**src/hdl/vpc_pkg.sv**
```systemverilog
/*
 * vpc_pkg: register map, field positions and reset values of the
 * video port channel control bank.
 * Assumes a 32-bit AXI4-Lite slave with word-aligned registers.
 */
// Functional notes
// - chan2 clock gate bit enables chan2 clock
// - clock gate takes effect immediately, no vsync
// - chan2 output enables follow clock gate directly
// - chan2 enable bit 0 turns channel on
// - chan3 bit 31 selects input data edge
// - edge select only exported, adjusted outside
// - chan3 bit 14 enables blanking clipping
// - chan3 bit 13 zero disables active clipping
// - chan3 bit 13 one enables active clipping
package vpc_pkg;
	localparam int unsigned ADDR_W                  = 12;
	localparam logic [11:0] CHANNEL2_CONTROL_OFFSET = 12'h000;
	localparam logic [11:0] CHANNEL3_CONTROL_OFFSET = 12'h004;
	localparam logic [11:0] CHANNEL_STATUS_OFFSET   = 12'h008;
	localparam int unsigned CH2_ENABLE_BIT_POS      = 0;
	localparam int unsigned CH2_CLOCK_GATE_POS      = 1;
	localparam int unsigned CH3_EDGE_SELECT_POS     = 31;
	localparam int unsigned CH3_BLANK_CLIP_POS      = 14;
	localparam int unsigned CH3_ACTIVE_CLIP_POS     = 13;
	localparam logic [31:0] CHANNEL2_CONTROL_RESET  = 32'h0000_0000;
	localparam logic [31:0] CHANNEL3_CONTROL_RESET  = 32'h0000_0000;
	localparam logic [31:0] CHANNEL2_CONTROL_MASK   = 32'h0000_0003;
	localparam logic [31:0] CHANNEL3_CONTROL_MASK   = 32'h8000_6000;
	localparam logic [1:0]  RESP_OKAY               = 2'h0;
	localparam logic [1:0]  RESP_SLVERR             = 2'h2;
endpackage : vpc_pkg

```
**src/hdl/vpc_ctrl.sv**
```systemverilog
/*
 * vpc_ctrl: AXI4-Lite register bank for video channel 2 and 3 control bits,
 * driving the channel 2 enable, clock gate, output enables and clip enables.
 * Assumes a single clock mclk and an asynchronous active-low reset rst_n.
 */
// The placing of the registers and the AXI4-Lite register port were left to the implementer.
`timescale 1ns/1ps
module vpc_ctrl
	import vpc_pkg::*;
(
	// clock and reset
	input  wire logic              mclk,
	input  wire logic              rst_n,
	// axi4-lite write address
	input  wire logic [ADDR_W-1:0] s_axi_awaddr,
	input  wire logic              s_axi_awvalid,
	output logic                   s_axi_awready,
	// axi4-lite write data
	input  wire logic [31:0]       s_axi_wdata,
	input  wire logic [3:0]        s_axi_wstrb,
	input  wire logic              s_axi_wvalid,
	output logic                   s_axi_wready,
	// axi4-lite write response
	output logic [1:0]             s_axi_bresp,
	output logic                   s_axi_bvalid,
	input  wire logic              s_axi_bready,
	// axi4-lite read address
	input  wire logic [ADDR_W-1:0] s_axi_araddr,
	input  wire logic              s_axi_arvalid,
	output logic                   s_axi_arready,
	// axi4-lite read data
	output logic [31:0]            s_axi_rdata,
	output logic [1:0]             s_axi_rresp,
	output logic                   s_axi_rvalid,
	input  wire logic              s_axi_rready,
	// channel 2 controls
	output logic                   chan2_enable,
	output logic                   chan2_clock_enable,
	output logic                   chan2_data_output_enable_low,
	output logic                   chan2_clock_output_enable_low,
	// channel 3 controls
	output logic                   chan3_input_edge_select,
	output logic                   chan3_blanking_clip_enable,
	output logic                   chan3_active_clip_enable
);
	logic              rst_sync1_q;
	logic              rst_sync2_q;
	logic              rst_ok_n;
	logic [31:0]       ch2_ctrl_q;
	logic [31:0]       channel3_control_q;
	logic              aw_held_q;
	logic [ADDR_W-1:0] aw_addr_q;
	logic              w_held_q;
	logic [31:0]       w_data_q;
	logic [3:0]        w_strb_q;
	logic              bvalid_q;
	logic [1:0]        bresp_q;
	logic              rvalid_q;
	logic [31:0]       rdata_q;
	logic [1:0]        rresp_q;
	logic              do_write;
	logic [31:0]       strb_mask;
	logic [31:0]       ch2_ctrl_d;
	logic [31:0]       channel3_control_d;
	logic              wr_hit;
	logic [31:0]       rd_value;
	logic              rd_hit;

	// reset release through two flip-flops
	always_ff @(posedge mclk or negedge rst_n) begin
		if (!rst_n) begin
			rst_sync1_q <= 1'b0;
			rst_sync2_q <= 1'b0;
		end else begin
			rst_sync1_q <= 1'b1;
			rst_sync2_q <= rst_sync1_q;
		end
	end
	assign rst_ok_n = rst_sync2_q;

	// address and data accepted independently, one at a time
	assign s_axi_awready = !aw_held_q && !bvalid_q;
	assign s_axi_wready  = !w_held_q && !bvalid_q;

	// capture write address
	always_ff @(posedge mclk or negedge rst_ok_n) begin
		if (!rst_ok_n) begin
			aw_held_q <= 1'b0;
			aw_addr_q <= '0;
		end else if (s_axi_awvalid && s_axi_awready) begin
			aw_held_q <= 1'b1;
			aw_addr_q <= s_axi_awaddr;
		end else if (do_write) begin
			aw_held_q <= 1'b0;
		end
	end

	// capture write data
	always_ff @(posedge mclk or negedge rst_ok_n) begin
		if (!rst_ok_n) begin
			w_held_q <= 1'b0;
			w_data_q <= '0;
			w_strb_q <= '0;
		end else if (s_axi_wvalid && s_axi_wready) begin
			w_held_q <= 1'b1;
			w_data_q <= s_axi_wdata;
			w_strb_q <= s_axi_wstrb;
		end else if (do_write) begin
			w_held_q <= 1'b0;
		end
	end

	assign do_write = aw_held_q && w_held_q && !bvalid_q;

	// byte-lane mask from strobes
	always_comb begin
		for (int i = 0; i < 4; i++) begin
			strb_mask[i*8 +: 8] = {8{w_strb_q[i]}};
		end
	end

	// next register values, reserved bits forced to zero
	always_comb begin
		ch2_ctrl_d = ch2_ctrl_q;
		channel3_control_d = channel3_control_q;
		wr_hit     = 1'b1;
		if (aw_addr_q[ADDR_W-1:2] == CHANNEL2_CONTROL_OFFSET[ADDR_W-1:2]) begin
			ch2_ctrl_d = ((ch2_ctrl_q & ~strb_mask) | (w_data_q & strb_mask)) & CHANNEL2_CONTROL_MASK;
		end else if (aw_addr_q[ADDR_W-1:2] == CHANNEL3_CONTROL_OFFSET[ADDR_W-1:2]) begin
			channel3_control_d = ((channel3_control_q & ~strb_mask) | (w_data_q & strb_mask)) & CHANNEL3_CONTROL_MASK;
		end else if (aw_addr_q[ADDR_W-1:2] == CHANNEL_STATUS_OFFSET[ADDR_W-1:2]) begin
			wr_hit = 1'b1; // read-only, write ignored
		end else begin
			wr_hit = 1'b0;
		end
	end

	// control registers update at once, no frame-sync holding
	always_ff @(posedge mclk or negedge rst_ok_n) begin
		if (!rst_ok_n) begin
			ch2_ctrl_q <= CHANNEL2_CONTROL_RESET;
			channel3_control_q <= CHANNEL3_CONTROL_RESET;
		end else if (do_write) begin
			ch2_ctrl_q <= ch2_ctrl_d;
			channel3_control_q <= channel3_control_d;
		end
	end

	// write response
	always_ff @(posedge mclk or negedge rst_ok_n) begin
		if (!rst_ok_n) begin
			bvalid_q <= 1'b0;
			bresp_q  <= RESP_OKAY;
		end else if (do_write) begin
			bvalid_q <= 1'b1;
			bresp_q  <= wr_hit ? RESP_OKAY : RESP_SLVERR;
		end else if (s_axi_bready) begin
			bvalid_q <= 1'b0;
		end
	end
	assign s_axi_bvalid = bvalid_q;
	assign s_axi_bresp  = bresp_q;

	// read decode; status word shows the live channel 2 control outputs
	always_comb begin
		rd_value = 32'h0000_0000;
		rd_hit   = 1'b1;
		if (s_axi_araddr[ADDR_W-1:2] == CHANNEL2_CONTROL_OFFSET[ADDR_W-1:2]) begin
			rd_value = ch2_ctrl_q;
		end else if (s_axi_araddr[ADDR_W-1:2] == CHANNEL3_CONTROL_OFFSET[ADDR_W-1:2]) begin
			rd_value = channel3_control_q;
		end else if (s_axi_araddr[ADDR_W-1:2] == CHANNEL_STATUS_OFFSET[ADDR_W-1:2]) begin
			rd_value = {28'h000_0000, chan2_clock_output_enable_low, chan2_data_output_enable_low,
				chan2_clock_enable, chan2_enable};
		end else begin
			rd_hit = 1'b0;
		end
	end

	assign s_axi_arready = !rvalid_q;

	// read response
	always_ff @(posedge mclk or negedge rst_ok_n) begin
		if (!rst_ok_n) begin
			rvalid_q <= 1'b0;
			rdata_q  <= 32'h0000_0000;
			rresp_q  <= RESP_OKAY;
		end else if (s_axi_arvalid && s_axi_arready) begin
			rvalid_q <= 1'b1;
			rdata_q  <= rd_value;
			rresp_q  <= rd_hit ? RESP_OKAY : RESP_SLVERR;
		end else if (s_axi_rready) begin
			rvalid_q <= 1'b0;
		end
	end
	assign s_axi_rvalid = rvalid_q;
	assign s_axi_rdata  = rdata_q;
	assign s_axi_rresp  = rresp_q;

	// channel 2 controls straight from the register
	assign chan2_enable       = ch2_ctrl_q[CH2_ENABLE_BIT_POS];
	assign chan2_clock_enable = ch2_ctrl_q[CH2_CLOCK_GATE_POS];
	// output enables (active low) follow clock gate, no resync
	assign chan2_data_output_enable_low  = !ch2_ctrl_q[CH2_CLOCK_GATE_POS];
	assign chan2_clock_output_enable_low = !ch2_ctrl_q[CH2_CLOCK_GATE_POS];

	// channel 3 controls exported to the video datapath
	assign chan3_input_edge_select    = channel3_control_q[CH3_EDGE_SELECT_POS];
	assign chan3_blanking_clip_enable = channel3_control_q[CH3_BLANK_CLIP_POS];
	assign chan3_active_clip_enable   = channel3_control_q[CH3_ACTIVE_CLIP_POS];
endmodule : vpc_ctrl

```
**config.mk**
```make
export PLATFORM = sky130hd
export DESIGN_NAME = vpc_ctrl
export DESIGN_NICKNAME = d
export VERILOG_FILES = /design/src/hdl/vpc_pkg.sv /design/src/hdl/vpc_ctrl.sv
export SDC_FILE = /design/constraint.sdc
export NUM_CORES = 1
export LEC_CHECK = 0
export BUFFER_PORTS_ARGS = -buffer_cell sky130_fd_sc_hd__buf_2
export CORE_AREA = 2 2 90 49
export CTS_BUF_LIST = sky130_fd_sc_hd__clkbuf_8
export CTS_CLUSTER_SIZE = 20
export DETAILED_ROUTE_END_ITERATION = 8
export DIE_AREA = 0 0 92 51
export GPL_ROUTABILITY_DRIVEN = 0
export GPL_TIMING_DRIVEN = 0
export PLACE_DENSITY = 0.84
export RECOVER_POWER = 25
export SKIP_LAST_GASP = 1
export SLEW_MARGIN = 40
export SYNTH_ARGS = -nofsm -noshare
export SYNTH_HDL_FRONTEND = slang
export SYNTH_SLANG_ARGS = --single-unit
```
**constraint.sdc**
```tcl
create_clock -name mclk -period 3.4 [get_ports mclk]
set_input_delay 1.02 -clock mclk [delete_from_list [all_inputs] [get_ports mclk]]
set_output_delay 1.02 -clock mclk [all_outputs]
set_load 0.01 [all_outputs]
```
==> out/qor.csv, run 1 <==
stage,metric,value,unit
cts,clockBufferDepth,2,
timing,fin_crit,2.04,ns
grt,antenna_found_initial,0,
die,die-area,4690,µm²
place,io_buffers,55,
timing,max_freq,489,MHz
logic_synthesis,syn_area,1730,µm²
timing,rsz0062_at_grt,no,
layout,finish.utilization,55.7,%
layout,seq_area,926,µm²
pwr,power.share.clock,20.7,%
logic_synthesis,ys_top_cells_by_area,"dfrtp_1, mux2_2, buf_4, nor4_4, nand2_1",
die,core,4040,µm²
cts,cts_root_buffer,clkbuf_8,
drt,via_per_inst,4.20,
drt,detail_route.iter0.violations,52,
layout,drive_gt1_share,49.6,%
pwr,switching_share,30.5,%
timing,finalCritPeriodShare,60.1,%
critical_path,reg2reg_from,aw_addr_q[5],
layout,multi_input_area,664,µm²
cts,cts.sinks,37,
pwr,irDropWorstVdd,0.247,mV
pwr,p_per_area,596,nW/µm²
critical_path,required,2.38,ns
critical_path,endpoint_kind,output port,
cts,post-cts-setup-buffer-count,0,
critical_path,rr_worst_depth,3,
die,ios,115,
die,initial_core_util,42.8,%
critical_path,endpoint,chan2_data_output_enable_low,
pwr,combPwrFrac,27.6,%
logic_synthesis,synth.top_cell.area_share,53.5,%
cts,cts_buffers,5,
drt,ant_nets,0,
job,maxCapViolCount,0,
critical_path,critPathKind,flip-flop to output port,
timing,hold_violations,0,
cts,cts_tree,done,
pwr,p_int,933,µW
place,place_hpwl,2.57,mm
pwr,p_seq_share,51.7,%
timing,worstMarginPinSlew,1.38,ns
timing,tns,0,ns
cts,htreeDepth,2,
drt,drt_wl_total,3.19,mm
drt,drc,0,
die,die_y,51,µm
logic_synthesis,synthArstFlopShare,100,%
cts,clk_latency,0.28,ns
grt,grt_pass1_vias,1077,
cts,postCtsResizedCells,0,
pwr,leakage,0.00117,µW
logic_synthesis,synth-edff-count,0,
timing,setup_violations,0,
logic_synthesis,yosysTopAreaCell,dfrtp_1,
logic_synthesis,yosys_register_bits,37,
cts,clk_pin_slew,0.07,ns
grt,grt_usage,14.3,%
timing,slew_viol_final,0,
logic_synthesis,ys_types,24,
worst_hold_path,hold_path_class,flip-flop to flip-flop,
layout,nFillCells,385,
drt,wl_per_cell,11.0,µm
grt,grt_max_degree,36,
logic_synthesis,yosysWarnings,0,
layout,diodes,0,
critical_path,r2r_slack,1.91,ns
drt,first_pass_iters,4,
die,die_width,92,µm
critical_path,critical_path.max_fanout,4,
pwr,switchingPower,409,µW
logic_synthesis,syn_inst,144,
layout,layout.nets,299,
cts,postCtsHoldBufs,0,
critical_path,cp-start-kind,flip-flop,
status,status,completed,
grt,grt_pass1_wl,5.08,mm
timing,finClkSkew,0.00559,ns
timing,slew_headroom,8.00,%
die,fp-row-count,17,
logic_synthesis,synthFlopType,dfrtp_1,
layout,syn2layout_area_growth,30.1,%
critical_path,cp.arrival,1.02,ns
logic_synthesis,yosysSeqAreaShare,53.5,%
logic_synthesis,syn_area_per_cell,12.0,µm²
drt,vias,1214,
grt,overflow,0,
==> cells by family (layout without fill, tap and decap cells) <==
family,after synthesis,after routing,share of synthesized area [%]
DFF,37,37,53.5
and+or+nand+nor,36,36,13.0
buffers and inverters,34,96,13.8
muxes,24,24,15.6
AOI/OAI and AO/OA,11,11,3.69
other,2,28,0.434
==> critical path, stage by stage (launching register included) <==
cell and delay (ns):
dfrtp_1 0.40, inv_1 0.12, buf_4 0.12, buf_2 0.11
==> cell type report <==
class / instances / share of cell area [%]
multi-input combinational: 99 / 29.5
buffer: 31 / 10.1
clock inverter: 2 / 0.389
timing repair buffer: 55 / 12.2
sequential: 37 / 41.1
tap: 57 / 3.17
clock buffer: 5 / 3.06
inverter: 3 / 0.500
==> synth_stat cells, drive strengths merged, types with 2 or more instances <==
| cell type | number |
|---|---|
| and2 | 5 |
| nand2 | 10 |
| nor4 | 4 |
| nand3 | 2 |
| buf | 31 |
| inv | 3 |
| nand4 | 3 |
| a21oi | 2 |
| dfrtp | 37 |
| nor2b | 3 |
| conb | 2 |
| nor2 | 4 |
| o21ai | 6 |
| mux2 | 24 |
| nand2b | 2 |
==> cell usage in the layout (no fill, tap or decap) <==
cell type and count:
a21oi_1 2, and2_1 5, and3_1 1, and4bb_2 1, buf_2 56, buf_4 29, clkbuf_1 1, clkbuf_8 5
clkinv_2 1, conb_1 28, dfrtp_1 37, inv_1 4, mux2_1 3, mux2_2 21, nand2_1 10, nand2b_1 2
nand3_1 2, nand3b_1 1, nand4_1 3, nor2_1 4, nor2b_1 3, nor4_1 2, nor4_4 2, o21ai_0 6
o21bai_1 1, o22a_1 1, o31ai_1 1
==> power groups by stage <==
stage / Combinational [µW] / Clock, µW / Sequential (µW)
finish: 370 / 278 / 693
global route: 412 / 310 / 714
CTS: 373 / 289 / 695
detailed placement: 373 / 0 / 704
global placement: 364 / 0 / 696
floorplan: 286 / 0 / 677
==> metrics by stage <==
step           cells  total power [µW]  hold slack (ns)  setup WS [ns]  cell area, µm²
3_3_place_gp     282              1060            0.335           1.40            2180
2_1_floorplan    170               964            0.331           1.63            1830
3_5_place_dp     282              1080            0.339           1.35            2180
4_1_cts          289              1360            0.356           1.34            2250
6_report         289              1340            0.352           1.36            2250
5_1_grt          289              1440            0.359           1.29            2250
==> worst min-delay path by stage <==
stage	from	end	slack (ns)	depth (start not counted)
after floorplan	rst_sync1_q	rst_ok_n	0.33	0
after global placement	rst_sync1_q	rst_ok_n	0.34	0
after detailed placement	rst_sync1_q	rst_ok_n	0.34	0
after CTS	rst_sync1_q	rst_ok_n	0.36	0
after global routing	rst_sync1_q	rst_ok_n	0.36	0
final	rst_sync1_q	rst_ok_n	0.35	0
==> per-layer routing <==
layer  global-route usage (%)  vias up  routed length [µm]
li1                         -      606                   -
met1                     19.7      567                1570
met2                     20.5       36                1380
met3                     5.60        5                 209
met4                     5.22        0                  34
met5                        0        -                   0
No activity file was read; power rests on OpenSTA's default activity.
==> run 2, diff against run 1 <==
--- a/config.mk
+++ b/config.mk
@@ -6,14 +6,14 @@
 export NUM_CORES = 1
 export LEC_CHECK = 0
 export BUFFER_PORTS_ARGS = -buffer_cell sky130_fd_sc_hd__buf_2
-export CORE_AREA = 2 2 90 49
+export CORE_AREA = 2 2 98 53
 export CTS_BUF_LIST = sky130_fd_sc_hd__clkbuf_8
 export CTS_CLUSTER_SIZE = 20
 export DETAILED_ROUTE_END_ITERATION = 8
-export DIE_AREA = 0 0 92 51
+export DIE_AREA = 0 0 100 55
 export GPL_ROUTABILITY_DRIVEN = 0
 export GPL_TIMING_DRIVEN = 0
-export PLACE_DENSITY = 0.84
+export PLACE_DENSITY = 0.75
 export RECOVER_POWER = 25
 export SKIP_LAST_GASP = 1
 export SLEW_MARGIN = 40
==> constraint.sdc (replaced) <==
create_clock -name mclk -period 1.85 [get_ports mclk]
set_input_delay 0.555 -clock mclk [delete_from_list [all_inputs] [get_ports mclk]]
set_output_delay 0.555 -clock mclk [all_outputs]
set_load 0.01 [all_outputs]
==> run 2 against run 1 <==
  * Hold slack got worse by 0.31 ns
  * Final area rose by 0.56%
  * Setup slack got worse by 1.1 ns
  * Clock-buffer cell count rose by 1
  * Register-to-register slack got worse by 1.6 ns
  * Total power rose by 87%
  * Flip-flop and latch count did not move
  * Clock power rose by 97%
  * Via count fell by 2.0%
  * Critical endpoint unchanged
  * Largest power group unchanged
==> out/qor.csv, run 2 (synthesis gave the netlist of run 1 again) <==
stage,metric,value,unit
grt,grt_usage,12.9,%
place,io_buffers,55,
critical_path,cpPeakStageDelay,0.39,ns
timing,worstMarginPinSlew,1.39,ns
critical_path,reg2reg_from,aw_addr_q[5],
timing,hold_violations,0,
status,status,completed,
cts,cts_tree,done,
critical_path,crit_chain,inv_1 -> buf_4 -> buf_2,
timing,slew_headroom,7.21,%
layout,layout.nets,299,
drt,via_per_inst,4.08,
drt,ant_nets,0,
grt,grt_max_degree,36,
job,maxCapViolCount,0,
critical_path,critPathKind,flip-flop to output port,
cts,cts_root_buffer,clkbuf_8,
die,fp-row-count,18,
die,core,4680,µm²
layout,final_common_cell,buf_2,
drt,wl_per_cell,11.5,µm
timing,tns,0,ns
critical_path,slowest_stage,dfrtp_1,
layout,multi_input_area,664,µm²
critical_path,critical_path.max_fanout,4,
cts,postCtsHoldBufs,0,
layout,diodes,0,
timing,finClkSkew,0.00589,ns
pwr,leakage,0.00117,µW
critical_path,required,1.29,ns
die,ios,115,
worst_hold_path,hold_path_class,input pin to async pin,
cts,clockBufferDepth,2,
die,die_y,55,µm
pwr,irDropWorstVdd,0.518,mV
cts,htreeDepth,2,
cts,cts_buffers,5,
layout,drive_gt1_share,49.6,%
timing,finalCritPeriodShare,84.8,%
die,die-area,5500,µm²
cts,cts.sinks,37,
place,place_hpwl,2.71,mm
timing,rsz0062_at_grt,no,
timing,max_freq,637,MHz
grt,grt_pass1_vias,1107,
die,initial_core_util,37.0,%
layout,seq_area,926,µm²
cts,post-cts-setup-buffer-count,0,
layout,mostFrequentLayoutCells,"buf_2, dfrtp_1, buf_4",
drt,first_pass_iters,4,
pwr,power,2510,µW
grt,overflow,0,
drt,drc,0,
cts,clk_latency,0.28,ns
timing,fin_crit,1.57,ns
drt,detail_route.iter0.violations,30,
cts,postCtsResizedCells,0,
drt,drt_wl_total,3.35,mm
die,die_width,100,µm
grt,antenna_found_initial,0,
drt,vias,1190,
critical_path,cp.arrival,1.01,ns
timing,slew_viol_final,0,
layout,fin_area,2260,µm²
critical_path,endpoint_kind,output port,
cts,clk_pin_slew,0.07,ns
layout,nFillCells,453,
place,postPlaceCellArea,2180,µm²
pwr,p_per_area,1110,nW/µm²
critical_path,cp-start-kind,flip-flop,
grt,grt_pass1_wl,5.18,mm
layout,syn2layout_area_growth,30.8,%
timing,setup_violations,0,
## run 2: cell count changes in the layout (fill, tap and decap cells not counted)
cell,delta
clkbuf_8,+1
clkinv_2,-1
## run 2: layer usage
| layer | share of wire (%) | routed length [µm] | vias up | global-route usage [%] |
|---|---|---|---|---|
| met5 | 0 | 0 | - | 0 |
| met4 | 0.87 | 29 | 0 | 4.79 |
| met3 | 7.6 | 255 | 4 | 5.28 |
| met2 | 40 | 1340 | 42 | 19.0 |
| met1 | 51 | 1720 | 537 | 17.2 |
| li1 | - | - | 607 | - |
## run 2: power by group
part / switching, µW / leakage [µW] / total, µW / internal [µW]
clock network: 259 / 0.0000485 / 549 / 290
logic: 277 / 0.000669 / 681 / 404
registers: 221 / 0.000454 / 1280 / 1060
total: 757 / 0.00117 / 2510 / 1750
## run 2: path summary, 6_finish.rpt
kind | endpoint | slack [ns] | cells past startpoint
worst max-delay path | chan2_data_output_enable_low | 0.28 | 3
min in group mclk | rst_ok_n | 0.35 | 0
worst min register to register | rst_ok_n | 0.35 | 0
max in group asynchronous | async pin | 0.44 | 0
worst max register to register | flip-flop | 0.34 | 3
worst min-delay path | rst_ok_n | 0.04 | 1
## run 2: worst max-delay path, delay by kind of cell, from the launching register on
kind	cells	cell delay, ns
buf+inv	3	0.35
flops	1	0.39
## run 2: layout make-up
type / instances / share of cell area (%)
Multi-Input combinational cell: 99 / 29.3
Inverter: 3 / 0.497
Buffer: 31 / 10.1
Tap cell: 60 / 3.31
Timing Repair Buffer: 55 / 12.1
Clock buffer: 6 / 3.65
Clock inverter: 1 / 0.166
Sequential cell: 37 / 40.9
## run 2: stage by stage
stage	setup WS [ns]	instances	utilization, %	hold WS, ns
floorplan	0.414	170	-	0.259
global placement	0.283	285	46.5	0.334
detailed placement	0.260	285	46.6	0.338
CTS	0.268	292	48.4	0.0350
global route	0.111	292	48.3	0.0455
finish	0.281	292	48.3	0.0443
==> run 3, diff against run 2 <==
--- a/config.mk
+++ b/config.mk
@@ -6,14 +6,14 @@
 export NUM_CORES = 1
 export LEC_CHECK = 0
 export BUFFER_PORTS_ARGS = -buffer_cell sky130_fd_sc_hd__buf_2
-export CORE_AREA = 2 2 98 53
+export CORE_AREA = 2 2 93 50
 export CTS_BUF_LIST = sky130_fd_sc_hd__clkbuf_8
 export CTS_CLUSTER_SIZE = 20
 export DETAILED_ROUTE_END_ITERATION = 8
-export DIE_AREA = 0 0 100 55
+export DIE_AREA = 0 0 95 52
 export GPL_ROUTABILITY_DRIVEN = 0
 export GPL_TIMING_DRIVEN = 0
-export PLACE_DENSITY = 0.75
+export PLACE_DENSITY = 0.8
 export RECOVER_POWER = 25
 export SKIP_LAST_GASP = 1
 export SLEW_MARGIN = 40
==> constraint.sdc (replaced) <==
create_clock -name mclk -period 1.5 [get_ports mclk]
set_input_delay 0.45 -clock mclk [delete_from_list [all_inputs] [get_ports mclk]]
set_output_delay 0.45 -clock mclk [all_outputs]
set_load 0.01 [all_outputs]
==> run 3 against run 2 <==
  * Cell count decreased by 0.34%
  * Register-to-register slack got worse by 0.33 ns
  * Non-clock buffer count increased by 2
  * Utilization increased by 6.2 points
  * Critical path depth unchanged
  * Global-route usage increased by 2.0 points
  * Combinational power increased by 27%
==> out/qor.csv, run 3 (synthesis gave the netlist of run 1 again) <==
stage,metric,value,unit
status,status,completed,
cts,clockBufferDepth,2,
drt,first_pass_iters,4,
grt,grt.met3_usage,5.51,%
grt,grt_pass1_vias,1153,
timing,setup_violations,0,
critical_path,r2r_slack,0.01,ns
timing,slew_viol_final,0,
grt,top_usage_layer,met2,
critical_path,critPathKind,flip-flop to flip-flop,
drt,vias,1220,
critical_path,rr_worst_depth,3,
cts,cts_tree,done,
grt,antenna_found_initial,0,
layout,drive_gt1_share,51.3,%
layout,nFillCells,377,
critical_path,crit_chain,nor4_4 -> nand4_1 -> mux2_1,
grt,overflow,0,
cts,clk_latency,0.28,ns
timing,max_freq,673,MHz
timing,rsz0062_at_grt,yes,
cts,cts_buffers,5,
timing,finalCritPeriodShare,99.0,%
layout,layout.nets,301,
drt,drt_wl_total,3.30,mm
critical_path,cpPeakStageDelay,0.41,ns
drt,drc,0,
layout,finish.utilization,54.6,%
grt,grt_max_degree,36,
timing,worstMarginPinSlew,0.735,ns
drt,ant_nets,0,
cts,htreeDepth,2,
pwr,p_per_area,1360,nW/µm²
die,fp-row-count,17,
layout,final_common_cell,buf_2,
critical_path,endpoint_kind,flip-flop,
cts,cts.sinks,37,
die,initial_core_util,41.3,%
layout,syn2layout_area_growth,32.1,%
timing,worst_slack,0.0149,ns
timing,slew_headroom,51.0,%
timing,hold_violations,0,
critical_path,startpoint,aw_addr_q[6],
critical_path,reg2reg_from,aw_addr_q[6],
grt,grt_usage,14.9,%
layout,seq_area,927,µm²
critical_path,critPathTopFamily,simple AND/OR/NAND/NOR gates,
grt,met1_usage,20.0,%
drt,via_per_inst,4.19,
die,die_y,52,µm
place,place_hpwl,2.69,mm
critical_path,path_depth,3,
grt,grt_use_met2,21.5,%
layout,mostFrequentLayoutCells,"buf_2, dfrtp_1, buf_4",
pwr,irDropWorstVdd,0.645,mV
pwr,switchingPower,936,µW
die,ios,115,
pwr,p_seq_share,50.6,%
pwr,power.share.clock,21.7,%
layout,multi_input_area,669,µm²
timing,fin_crit,1.49,ns
place,dp_slack,-0.0240,ns
die,die_width,95,µm
cts,cts_root_buffer,clkbuf_8,
grt,grt_pass1_wl,5.38,mm
critical_path,critical_path.max_fanout,3,
critical_path,slowest_stage,dfrtp_1,
drt,wl_per_cell,11.3,µm
die,die-area,4940,µm²
job,maxCapViolCount,0,
pwr,p_int,2180,µW
cts,clk_pin_slew,0.07,ns
timing,finClkSkew,0.00338,ns
die,core,4190,µm²
place,io_buffers,55,
critical_path,required,1.66,ns
layout,diodes,0,
pwr,combPwrFrac,27.7,%
worst_hold_path,hold_path_class,flip-flop to async pin,
critical_path,cp-start-kind,flip-flop,
drt,detail_route.iter0.violations,30,
pwr,leakage,0.00118,µW
pwr,switching_share,30.0,%
critical_path,cp.arrival,1.65,ns
critical_path,cp.buffers_inverters,0,
## run 3: cell count changes in the layout (fill, tap and decap cells not counted), sizes merged
| cell | delta |
|---|---|
| clkbuf | +1 |
| dlygate4sd3 | +1 |
## run 3: layer usage
metal	part of all wire [%]	routed length, µm
met5	0	0
met4	1.5	51
met3	7.5	247
met2	43	1420
met1	48	1570
## run 3: worst register-to-register path, cell delays in order, from the launching register on
cell     delay (ns)
dfrtp_1        0.41
nor4_4         0.37
nand4_1        0.23
mux2_1         0.36
## run 3: worst min-delay path by stage
stage / from / endpoint / slack (ns) / depth (start not counted)
final: rst_ok_n / async pin / 0.33 / 0
after global placement: rst_n / rst_sync1_q / 0.24 / 1
after CTS: s_axi_bready / s_axi_bvalid / 0.32 / 2
after detailed placement: rst_n / rst_sync1_q / 0.24 / 1
after floorplan: rst_n / rst_ok_n / 0.15 / 0
after global routing: s_axi_bready / s_axi_bvalid / 0.31 / 2
## run 3: area by class of cell
class	instances	area share, %
well taps	57	3.12
flip-flops and latches	37	40.5
clock inverters	1	0.164
clock buffers	6	3.61
repair buffers	57	12.7
inverters	3	0.492
plain buffers	31	10.1
multi-input cells	99	29.3
## run 3: through the flow
stage | instance area [µm²] | total power, µW | hold slack, ns | TNS, ns | cells
after floorplan | 1830 | 2180 | 0.154 | 0 | 170
after global placement | 2180 | 2400 | 0.236 | -0.132 | 282
after detailed placement | 2180 | 2440 | 0.239 | -0.0632 | 282
after CTS | 2280 | 3150 | 0.319 | 0 | 291
after global routing | 2290 | 3350 | 0.313 | -0.0529 | 291
final | 2290 | 3120 | 0.329 | 0 | 291
## run 3: repair_timing
| item | 4_1_cts | 5_1_grt |
|---|---|---|
| gates resized for setup | 0 | 4 |
| hold buffers | 1 | 0 |
| hold endpoints to repair | 2 | 0 |
| setup endpoints to repair | 3 | 23 |
| buffers inserted | 1 | 0 |
| pin swaps | 3 | 0 |
## run 3: power by group through the flow
stage / combinational [µW] / sequential (µW) / clock [µW]
floorplan: 649 / 1540 / 0
global placement: 827 / 1580 / 0
detailed placement: 845 / 1590 / 0
CTS: 862 / 1580 / 711
global route: 964 / 1630 / 754
finish: 863 / 1580 / 678
